===== src/common/psr_map.svh =====
// Purpose : Offsets, field positions and reset values of the register sync
// Assumes : Byte addressed word registers on a simple local bus
// Notes   : Definitions only
`ifndef PSR_MAP_SVH
`define PSR_MAP_SVH

// ***************************************************
// Register offsets
// ***************************************************
`define PSR_OFS_CTRL      4'h0
`define PSR_OFS_CFG       4'h4
`define PSR_OFS_PENDING   4'h8

// ***************************************************
// Control word fields
// ***************************************************
`define PSR_BIT_ENABLE    0
`define PSR_BIT_SOFT_RESET_BIT     1
`define PSR_LANE_CTRL     0
`define PSR_LANE_REGA     1
`define PSR_LANE_REGC_LO  2
`define PSR_LANE_REGC_HI  3

// ***************************************************
// Pending flag positions, one per synchronised register
// ***************************************************
`define PSR_SYN_ENABLE    0
`define PSR_SYN_SOFT_RESET_BIT     1
`define PSR_SYN_REGA      2
`define PSR_SYN_REGC      3
`define PSR_NUM_SYNC      4

// ***************************************************
// Reset values
// ***************************************************
`define PSR_RST_REGA      8'h00
`define PSR_RST_REGC      16'h0000
`define PSR_RST_CFG       32'h0000_0000

`endif


===== src/common/psr_pkg.sv =====
// Purpose : Types shared by the register sync block and its bench
// Assumes : Constants come from psr_map.svh
// Notes   : Nothing here holds a number of its own
`include "psr_map.svh"

package psr_pkg;

  // ***************************************************
  // Bus request and answer
  // ***************************************************
  typedef struct packed {
    logic        valid;
    logic        write;
    logic [3:0]  addr;
    logic [31:0] wdata;
    logic [3:0]  byteEn;
  } psr_bus_req_type;

  typedef struct packed {
    logic [31:0] rdData;
    logic        rdValid;
    logic        accessError;
    logic        syncReady;
  } psr_bus_rsp_type;

  // ***************************************************
  // Core side image
  // ***************************************************
  typedef struct packed {
    logic        enable;
    logic        periphReset;
    logic [7:0]  regA;
    logic [15:0] regC;
  } psr_core_type;

  // ***************************************************
  // Whole state of the block
  // ***************************************************
  typedef struct packed {
    logic [2:0]                 gclkSync;
    logic [`PSR_NUM_SYNC-1:0]   reqTog;
    logic [`PSR_NUM_SYNC-1:0]   ackS1;
    logic [`PSR_NUM_SYNC-1:0]   ackS2;
    logic [`PSR_NUM_SYNC-1:0]   ackS3;
    logic [`PSR_NUM_SYNC-1:0]   cReqS1;
    logic [`PSR_NUM_SYNC-1:0]   cReqS2;
    logic [`PSR_NUM_SYNC-1:0]   cReqS3;
    logic [`PSR_NUM_SYNC-1:0]   cReqS4;
    logic [`PSR_NUM_SYNC-1:0]   cReqS5;
    logic [`PSR_NUM_SYNC-1:0]   cAck;
    logic                       shEnable;
    logic                       shSwrst;
    logic [7:0]                 shRegA;
    logic [15:0]                shRegC;
    logic [31:0]                busCfg;
    logic [`PSR_NUM_SYNC-1:0]   pending;
    psr_core_type               core;
    psr_bus_rsp_type            rsp;
  } psr_state_type;

endpackage


===== src/verilog/psr_sync_top.sv =====
// Purpose : Bus side registers and per-register crossings into a core
//           that runs on the generic clock
// Assumes : The generic clock arrives as a plain input and is sampled;
//           its period is well above three bus clock periods
// Notes   : One bus request per cycle, answered on the following edge
//
// Function
// Bus-side registers act at once; core register writes always cross
// Crossing is done even when both clocks share source and rate
// Every core register owns its own crossing, so writes interleave
// Writing a register whose crossing is pending drops it, flags error
// Master waits for a pending crossing before rewriting that register
// Each writable core register has a pending flag, set while crossing
// Two byte writes to the 16-bit register: second is refused
// A word write updates all covered registers, each crossing alone
// Master checks the pending flag clear before reading core registers
// Core register reads answer without wait, valid when not pending
// Polling pending flags or a sync-ready event shows crossing end
// Enable write starts a crossing and reads back its new value
// Sync-ready event is not raised for enable crossings
// Writing one to soft reset crosses, flags pending, reads one
// Hardware clears soft reset and its flag after core reset; no event
// Writing zero to soft reset changes nothing
// Crossing lasts over 5 core plus 2 bus periods, under 6 plus 3
// Plain bus register access takes two bus periods
// While the bus interface clock is masked, reads zero, writes ignored
// Toggle request and acknowledge through two stages each way
`timescale 1ns/1ns
`include "psr_map.svh"

module psr_sync_top #(
  parameter int ADDR_W = 4
) (
  input  wire logic                      clk,
  input  wire logic                      rst_n,
  input  wire logic                      genericClockIn,
  input  wire logic                      busIfMasked,
  input  wire psr_pkg::psr_bus_req_type  busReq,
  output      psr_pkg::psr_bus_rsp_type  busRsp,
  output      logic [`PSR_NUM_SYNC-1:0]  syncPendingFlags,
  output      psr_pkg::psr_core_type     coreOut
);

  // ***************************************************
  // Elaboration check
  // ***************************************************
  if (ADDR_W != 4) begin : gBadAddr
    $error("psr_sync_top supports ADDR_W of 4 only");
  end

  psr_pkg::psr_state_type state_r;
  psr_pkg::psr_state_type state_nxt;

  logic                     coreTick;
  logic [`PSR_NUM_SYNC-1:0] pendNow;
  logic [`PSR_NUM_SYNC-1:0] ackDone;
  logic                     wrCtrl;
  logic                     laneCtrl;
  logic                     laneRegA;
  logic                     laneRegC;
  logic                     rdCtrl;

  // Core advances only on sampled rising edges of the generic clock
  assign coreTick = state_r.gclkSync[1] & ~state_r.gclkSync[2];
  // Pending while our request toggle differs from the returned acknowledge
  assign pendNow  = state_r.reqTog ^ state_r.ackS2;
  assign ackDone  = state_r.ackS2 ^ state_r.ackS3;
  assign wrCtrl   = busReq.valid & busReq.write & ~busIfMasked
                    & (busReq.addr == `PSR_OFS_CTRL);
  assign laneCtrl = wrCtrl & busReq.byteEn[`PSR_LANE_CTRL];
  assign laneRegA = wrCtrl & busReq.byteEn[`PSR_LANE_REGA];
  assign laneRegC = wrCtrl & (busReq.byteEn[`PSR_LANE_REGC_LO]
                    | busReq.byteEn[`PSR_LANE_REGC_HI]);
  assign rdCtrl   = busReq.addr == `PSR_OFS_CTRL;

  // ***************************************************
  // Next state
  // ***************************************************
  always_comb begin
    logic err;
    err = 1'b0;
    state_nxt = state_r;

    // Generic clock sampler, two stages before any logic looks at it
    state_nxt.gclkSync = {state_r.gclkSync[1:0], genericClockIn};

    // Acknowledge path back to the bus side, two stages then history
    state_nxt.ackS1 = state_r.cAck;
    state_nxt.ackS2 = state_r.ackS1;
    state_nxt.ackS3 = state_r.ackS2;

    // Bus-side image of soft reset ends when its crossing returns
    if (ackDone[`PSR_SYN_SOFT_RESET_BIT] && !pendNow[`PSR_SYN_SOFT_RESET_BIT]) begin
      state_nxt.shSwrst  = 1'b0;
      state_nxt.shEnable = 1'b0;
      state_nxt.shRegA   = `PSR_RST_REGA;
      state_nxt.shRegC   = `PSR_RST_REGC;
      state_nxt.busCfg   = `PSR_RST_CFG;
    end

    // Enable crossing: value readable at once, flag set
    if (laneCtrl) begin
      if (pendNow[`PSR_SYN_ENABLE]) begin
        err = 1'b1;
      end else begin
        state_nxt.shEnable = busReq.wdata[`PSR_BIT_ENABLE];
        state_nxt.reqTog[`PSR_SYN_ENABLE] =
          ~state_r.reqTog[`PSR_SYN_ENABLE];
      end
      // Zero written to soft reset launches nothing
      if (busReq.wdata[`PSR_BIT_SOFT_RESET_BIT]) begin
        if (pendNow[`PSR_SYN_SOFT_RESET_BIT]) begin
          err = 1'b1;
        end else begin
          state_nxt.shSwrst = 1'b1;
          state_nxt.reqTog[`PSR_SYN_SOFT_RESET_BIT] =
            ~state_r.reqTog[`PSR_SYN_SOFT_RESET_BIT];
        end
      end
    end

    // Independent crossings for the data registers
    if (laneRegA) begin
      if (pendNow[`PSR_SYN_REGA]) begin
        err = 1'b1;
      end else begin
        state_nxt.shRegA = busReq.wdata[15:8];
        state_nxt.reqTog[`PSR_SYN_REGA] = ~state_r.reqTog[`PSR_SYN_REGA];
      end
    end
    if (laneRegC) begin
      // A second byte into a pending 16-bit register is refused
      if (pendNow[`PSR_SYN_REGC]) begin
        err = 1'b1;
      end else begin
        if (busReq.byteEn[`PSR_LANE_REGC_LO]) begin
          state_nxt.shRegC[7:0] = busReq.wdata[23:16];
        end
        if (busReq.byteEn[`PSR_LANE_REGC_HI]) begin
          state_nxt.shRegC[15:8] = busReq.wdata[31:24];
        end
        state_nxt.reqTog[`PSR_SYN_REGC] = ~state_r.reqTog[`PSR_SYN_REGC];
      end
    end

    // Bus-side register, no crossing
    if (busReq.valid && busReq.write && !busIfMasked
        && busReq.addr == `PSR_OFS_CFG) begin
      for (int b = 0; b < 4; b++) begin
        if (busReq.byteEn[b]) begin
          state_nxt.busCfg[8*b +: 8] = busReq.wdata[8*b +: 8];
        end
      end
    end

    // ***************************************************
    // Core side, stepped by generic clock edges
    // ***************************************************
    state_nxt.core.periphReset = 1'b0;
    if (coreTick) begin
      // Two sync stages, then three more so the whole crossing lands
      // above five core plus two bus and below six core plus three bus periods
      state_nxt.cReqS1 = state_r.reqTog;
      state_nxt.cReqS2 = state_r.cReqS1;
      state_nxt.cReqS3 = state_r.cReqS2;
      state_nxt.cReqS4 = state_r.cReqS3;
      state_nxt.cReqS5 = state_r.cReqS4;
      for (int i = 0; i < `PSR_NUM_SYNC; i++) begin
        if (state_r.cReqS5[i] != state_r.cAck[i]) begin
          state_nxt.cAck[i] = state_r.cReqS5[i];
        end
      end
      if (state_r.cReqS5[`PSR_SYN_ENABLE] != state_r.cAck[`PSR_SYN_ENABLE])
      begin
        state_nxt.core.enable = state_r.shEnable;
      end
      if (state_r.cReqS5[`PSR_SYN_REGA] != state_r.cAck[`PSR_SYN_REGA])
      begin
        state_nxt.core.regA = state_r.shRegA;
      end
      if (state_r.cReqS5[`PSR_SYN_REGC] != state_r.cAck[`PSR_SYN_REGC])
      begin
        state_nxt.core.regC = state_r.shRegC;
      end
      if (state_r.cReqS5[`PSR_SYN_SOFT_RESET_BIT] != state_r.cAck[`PSR_SYN_SOFT_RESET_BIT])
      begin
        state_nxt.core.enable      = 1'b0;
        state_nxt.core.regA        = `PSR_RST_REGA;
        state_nxt.core.regC        = `PSR_RST_REGC;
        state_nxt.core.periphReset = 1'b1;
      end
    end

    // ***************************************************
    // Bus answers
    // ***************************************************
    // Flags follow the next toggle state, so they agree with the refusal
    state_nxt.pending = state_nxt.reqTog ^ state_nxt.ackS2;
    for (int i = 0; i < `PSR_NUM_SYNC; i++) begin
      if (state_nxt.reqTog[i] != state_r.reqTog[i]) begin
        state_nxt.pending[i] = 1'b1;
      end
    end
    state_nxt.rsp.accessError = err;
    // Ready event only for the data registers
    state_nxt.rsp.syncReady =
      (ackDone[`PSR_SYN_REGA] & ~pendNow[`PSR_SYN_REGA])
      | (ackDone[`PSR_SYN_REGC] & ~pendNow[`PSR_SYN_REGC]);
    state_nxt.rsp.rdValid = busReq.valid & ~busReq.write;
    state_nxt.rsp.rdData  = 32'h0000_0000;
    if (busReq.valid && !busReq.write && !busIfMasked) begin
      if (rdCtrl) begin
        state_nxt.rsp.rdData = {state_r.shRegC, state_r.shRegA, 6'h00,
                                state_r.shSwrst, state_r.shEnable};
      end else if (busReq.addr == `PSR_OFS_CFG) begin
        state_nxt.rsp.rdData = state_r.busCfg;
      end else if (busReq.addr == `PSR_OFS_PENDING) begin
        state_nxt.rsp.rdData = {28'h0000000, pendNow};
      end
    end
  end

  // ***************************************************
  // State register
  // ***************************************************
  always_ff @(posedge clk) begin
    if (!rst_n) begin
      state_r <= '0;
    end else begin
      state_r <= state_nxt;
    end
  end

  assign busRsp           = state_r.rsp;
  assign syncPendingFlags = state_r.pending;
  assign coreOut          = state_r.core;

endmodule // psr_sync_top


===== config.mk =====
export PLATFORM = sky130hd
export DESIGN_NAME = psr_sync_top
export DESIGN_NICKNAME = d
export VERILOG_FILES = /design/src/common/psr_pkg.sv /design/src/verilog/psr_sync_top.sv
export VERILOG_INCLUDE_DIRS = /design/src /design/src/common
export SDC_FILE = /design/constraint.sdc
export NUM_CORES = 1
export LEC_CHECK = 0
export ABC_AREA = 0
export BUFFER_PORTS_ARGS = -buffer_cell sky130_fd_sc_hd__buf_2
export CORE_UTILIZATION = 25
export CTS_BUF_LIST = sky130_fd_sc_hd__clkbuf_8
export DETAILED_ROUTE_END_ITERATION = 12
export PLACE_DENSITY_LB_ADDON = 0.2
export SYNTH_ARGS = -nofsm -noshare
export SYNTH_HDL_FRONTEND = slang
export SYNTH_SLANG_ARGS = --single-unit

===== constraint.sdc =====
create_clock -name clk -period 1.9 [get_ports clk]
set_input_delay 0 -clock clk [delete_from_list [all_inputs] [get_ports clk]]
set_output_delay 0 -clock clk [all_outputs]
set_load 0.005 [all_outputs]

==> impl_results.md <==
- Gpl congestion: 0.715
- First-pass GRT wire length: 27.0 mm
- Worst hold slack: 14.9 ps
- CTS H-tree lvls: 4
- Filler cells: 2694
- CP Launch Point: state_nxt[165]$_SDFF_PN0_
- Area fraction of the dominant cell type after synthesis: 50.9%
- Setup Skew: 15.2 ps
- Worst Reg-to-Reg Cells: 4
- PortBufs: 110
- Mapped Area: 0.00649 mm^2
- Initial DRC Count: 300
- Period utilization: 86.9%
- Reg2reg setup slack: 250 ps
- Total GRT Usage: 13.3%
- Ports: 111
- HPWL Detailed: 11.9 mm
- Fmax: 606 MHz
- Height of the die: 163 um
- Setup CP Type: flip-flop to flip-flop
- Starting Density: 25.6%
- DRT antenna net count: 0
- Cells after Synth: 732
- Average wire per standard cell: 15.2 um
- RSZ-0062 raised after global routing: no
- Crit-path cells: nor2b_1 -> o21ai_0 -> and2_1 -> a22o_1
- Yosys top cell by area: dfxtp_1
- Clock power frac: 42.0%
- Setup ws final: 249 ps
- Setup crit end: coreOut[16]$_SDFFE_PN0P_
- Worst-path clk slew: 90 ps
- Post-Synth Simple-Gate Area: 20.8%
- CTS tree: yes
- Worst Hold Class: input pin to flip-flop
- Pin count of the biggest net entering global routing: 57
- Setup Buffers After CTS: 0
- Kind of end point of the critical path: flip-flop
- Crit path max fanout: 8
- Die Area: 0.0266 mm^2
- Worst path slowest cell: dfxtp_1
- Sequential area share after synthesis: 50.9%
- Largest family of logic cells by synthesized area: simple AND/OR/NAND/NOR gates
- Avg Cell Area, Syn: 8.87 um^2
- Logic gate share of total power: 4.6%
- Yosys warnings: 0
- Die Width: 163 um
- Area of the multi-input gates: 0.00243 mm^2
- Synth Area in XOR/XNOR: 1.35%
- Synth Area in Compound Gates: 15.1%
- Prevailing post-synth register cell: dfxtp_1
- PwrDens: 837 mW/mm^2
- Synth-to-layout area growth: 19.4%
- Max stage delay on crit path: 340 ps
- Max IR drop VDD: 0.339 mV
- Ranking of synthesized cells by area: dfxtp_1, buf_4, nand3_1
- Mapped Nets: 778
- Pint: 4940 uW
- Nets: 850
- Status: finished, final reports clean
- Post-synth EDFFs: 0
- Met2 GRT Util: 20.8%
- GR peak layer: met2
- Grt total ovfl: 0
- Final Max Slew Viols: 0
- Rows: 58
- Post-Synth Adder-Cell Area: 0%
- Place WS: 223 ps
- Rel. slew slack: 66.2%
- Initial antenna violation count: 1
- Final Setup Violations: 0
- DRT Pass-1 Iters: 5
- Num Clock Sinks: 165
- Final hold violations: 0
- Maxcap violations: 0
- Grt met3 use: 3.81%
- Clock buffer depth: 2
- Final period demand of the worst path: 1650 ps
- Leakage power: 0.00297 uW
- Storage cell area: 0.00330 mm^2
- Required time of the critical path: 2250 ps
- CP Launch Type: flip-flop
- Seq cells post-synth: 165
- Vias/cell: 4.51
- Via count: 5175
- PostCTS Resize Cnt: 0
- Root buf cell: clkbuf_8
- Post-synthesis mux area share: 0%
- Vias in the first global route: 4846
- Synth cell types: 41
- DRC Markers: 0
- Final wirelength: 17.4 mm
- Fraction of layout cells with a size suffix above 1: 21.8%
- Core box area: 0.0253 mm^2
- Reg power frac: 53.4%
- M1 GR Usage: 17.7%
- Worst r2r dst: coreOut[16]$_SDFFE_PN0P_
- Sw Ratio: 23.9%
- Total CTS buffers: 17
- Final total power: 6490 uW
- Final setup TNS: 0 ps
- R2r startpoint: state_nxt[165]$_SDFF_PN0_
- CP Data Arrival Time: 2000 ps
- Tightest Pin Transition: 507 ps
- Worst skew pair latency: 460 ps
- NetSw: 1550 uW
- Ys async rst share: 0%
==> cells in the final DEF (no fill, tap or decap), types with 2 or more instances in the layout <==
cell           instances
nand3_1               88
buf_2                110
a21oi_1               69
buf_4                 25
nor2b_1                5
and4_1                 3
a22oi_1               27
nand2_1               89
nor4_4                 2
clkinv_4               5
o221a_2                2
buf_12                 2
a311oi_1               2
and2_1                18
dlygate4sd3_1         38
nor3_1                 8
clkbuf_8              18
nor3b_1                3
clkinvlp_4             2
nor2_1                35
bufinv_16              3
o21ai_0               27
nand4_1                3
nor4_1                 2
a22o_1                24
and3_1                 7
dfxtp_1              165
xor2_1                 7
xnor2_1                3
nand3b_1               3
inv_1                  5
==> per-stage QoR <==
step                      cell area [um^2]  std cells  util [%]
after detailed placement              6940       1077      27.4
after global routing                  7750       1147      30.6
after floorplan                       6490        732         -
after CTS                             7750       1147      30.6
final                                 7750       1148      30.6
after global placement                6940       1077      27.4
==> cell families (layout without fill, tap and decap cells) <==
group                  after synthesis  in the layout
AND/OR/NAND/NOR                    274            274
other                                0              1
AO/OA/AOI/OAI                      156            156
flip-flops                         165            165
buffers and inverters              127            212
XOR/XNOR                            10             10
==> what timing repair did <==
| action | 4_1_cts | 5_1_grt |
|---|---|---|
| endpoints found under the setup margin | 0 | 0 |
| hold buffers | 38 | 0 |
| endpoints found under the hold margin | 69 | 0 |
==> worst max-delay path, delay by kind of cell (launching register included) <==
family	cells	cell delay, ps
AND/OR/NAND/NOR	2	670
flip-flops	1	340
AO/OA/AOI/OAI	2	540
==> cell type report <==
class                      count  share of cell area, %
clock inverter                14                   2.29
multi-input combinational    440                   31.3
sequential                   165                   42.6
tap                          330                   5.33
inverter                       5                  0.242
timing repair buffer         175                   14.9
clock buffer                  18                   3.20
antenna                        1                 0.0323
==> metal layers <==
metal  part of all wire [%]  vias to the layer above
met1                     48                     2442
met3                    5.0                       15
met2                     46                      108
met4                    1.1                        0
li1                       -                     2610
met5                      0                        -
==> worst min path at each step <==
stage / endpoint / from / slack [ps] / cells past startpoint
final: busRsp[3]$_SDFF_PN0_ / busIfMasked / 10 / 4
after global routing: busRsp[3]$_SDFF_PN0_ / busIfMasked / 6 / 4
after CTS: busRsp[3]$_SDFF_PN0_ / busIfMasked / 2 / 4
after detailed placement: state_nxt[164]$_SDFF_PN0_ / genericClockIn / 240 / 2
after global placement: state_nxt[164]$_SDFF_PN0_ / genericClockIn / 230 / 2
after floorplan: busRsp[2]$_SDFF_PN0_ / busReq[40] / 80 / 1
==> synthesized netlist by cell type (all sizes together), types with 2 or more instances <==
library cell / number
and3: 7
and2: 19
nor4b: 2
nand2: 89
o21ai: 27
nand3: 88
nand3b: 3
xnor2: 3
dfxtp: 165
a22o: 24
nor3: 8
nor4: 4
a22oi: 27
inv: 5
xor2: 7
nor2b: 5
nor3b: 3
buf: 87
and4: 3
nor2: 35
clkbuf: 34
a21oi: 69
nand4: 3
o221a: 2
a311oi: 2
==> sequential cells by signal (all words and copies together) (netlist names) <==
signal	cells
state_r	86
state_nxt	14
syncPendingFlags	4
coreOut	26
busRsp	35
==> power groups by stage <==
stage                     combinational, uW  clock [uW]  sequential (uW)
after floorplan                         106           0             3550
after global placement                  242           0             3550
after detailed placement                241           0             3550
after CTS                               302        2820             3470
after global routing                    322        2970             3470
final                                   297        2730             3470
No activity file was read; power rests on OpenSTA's default activity.
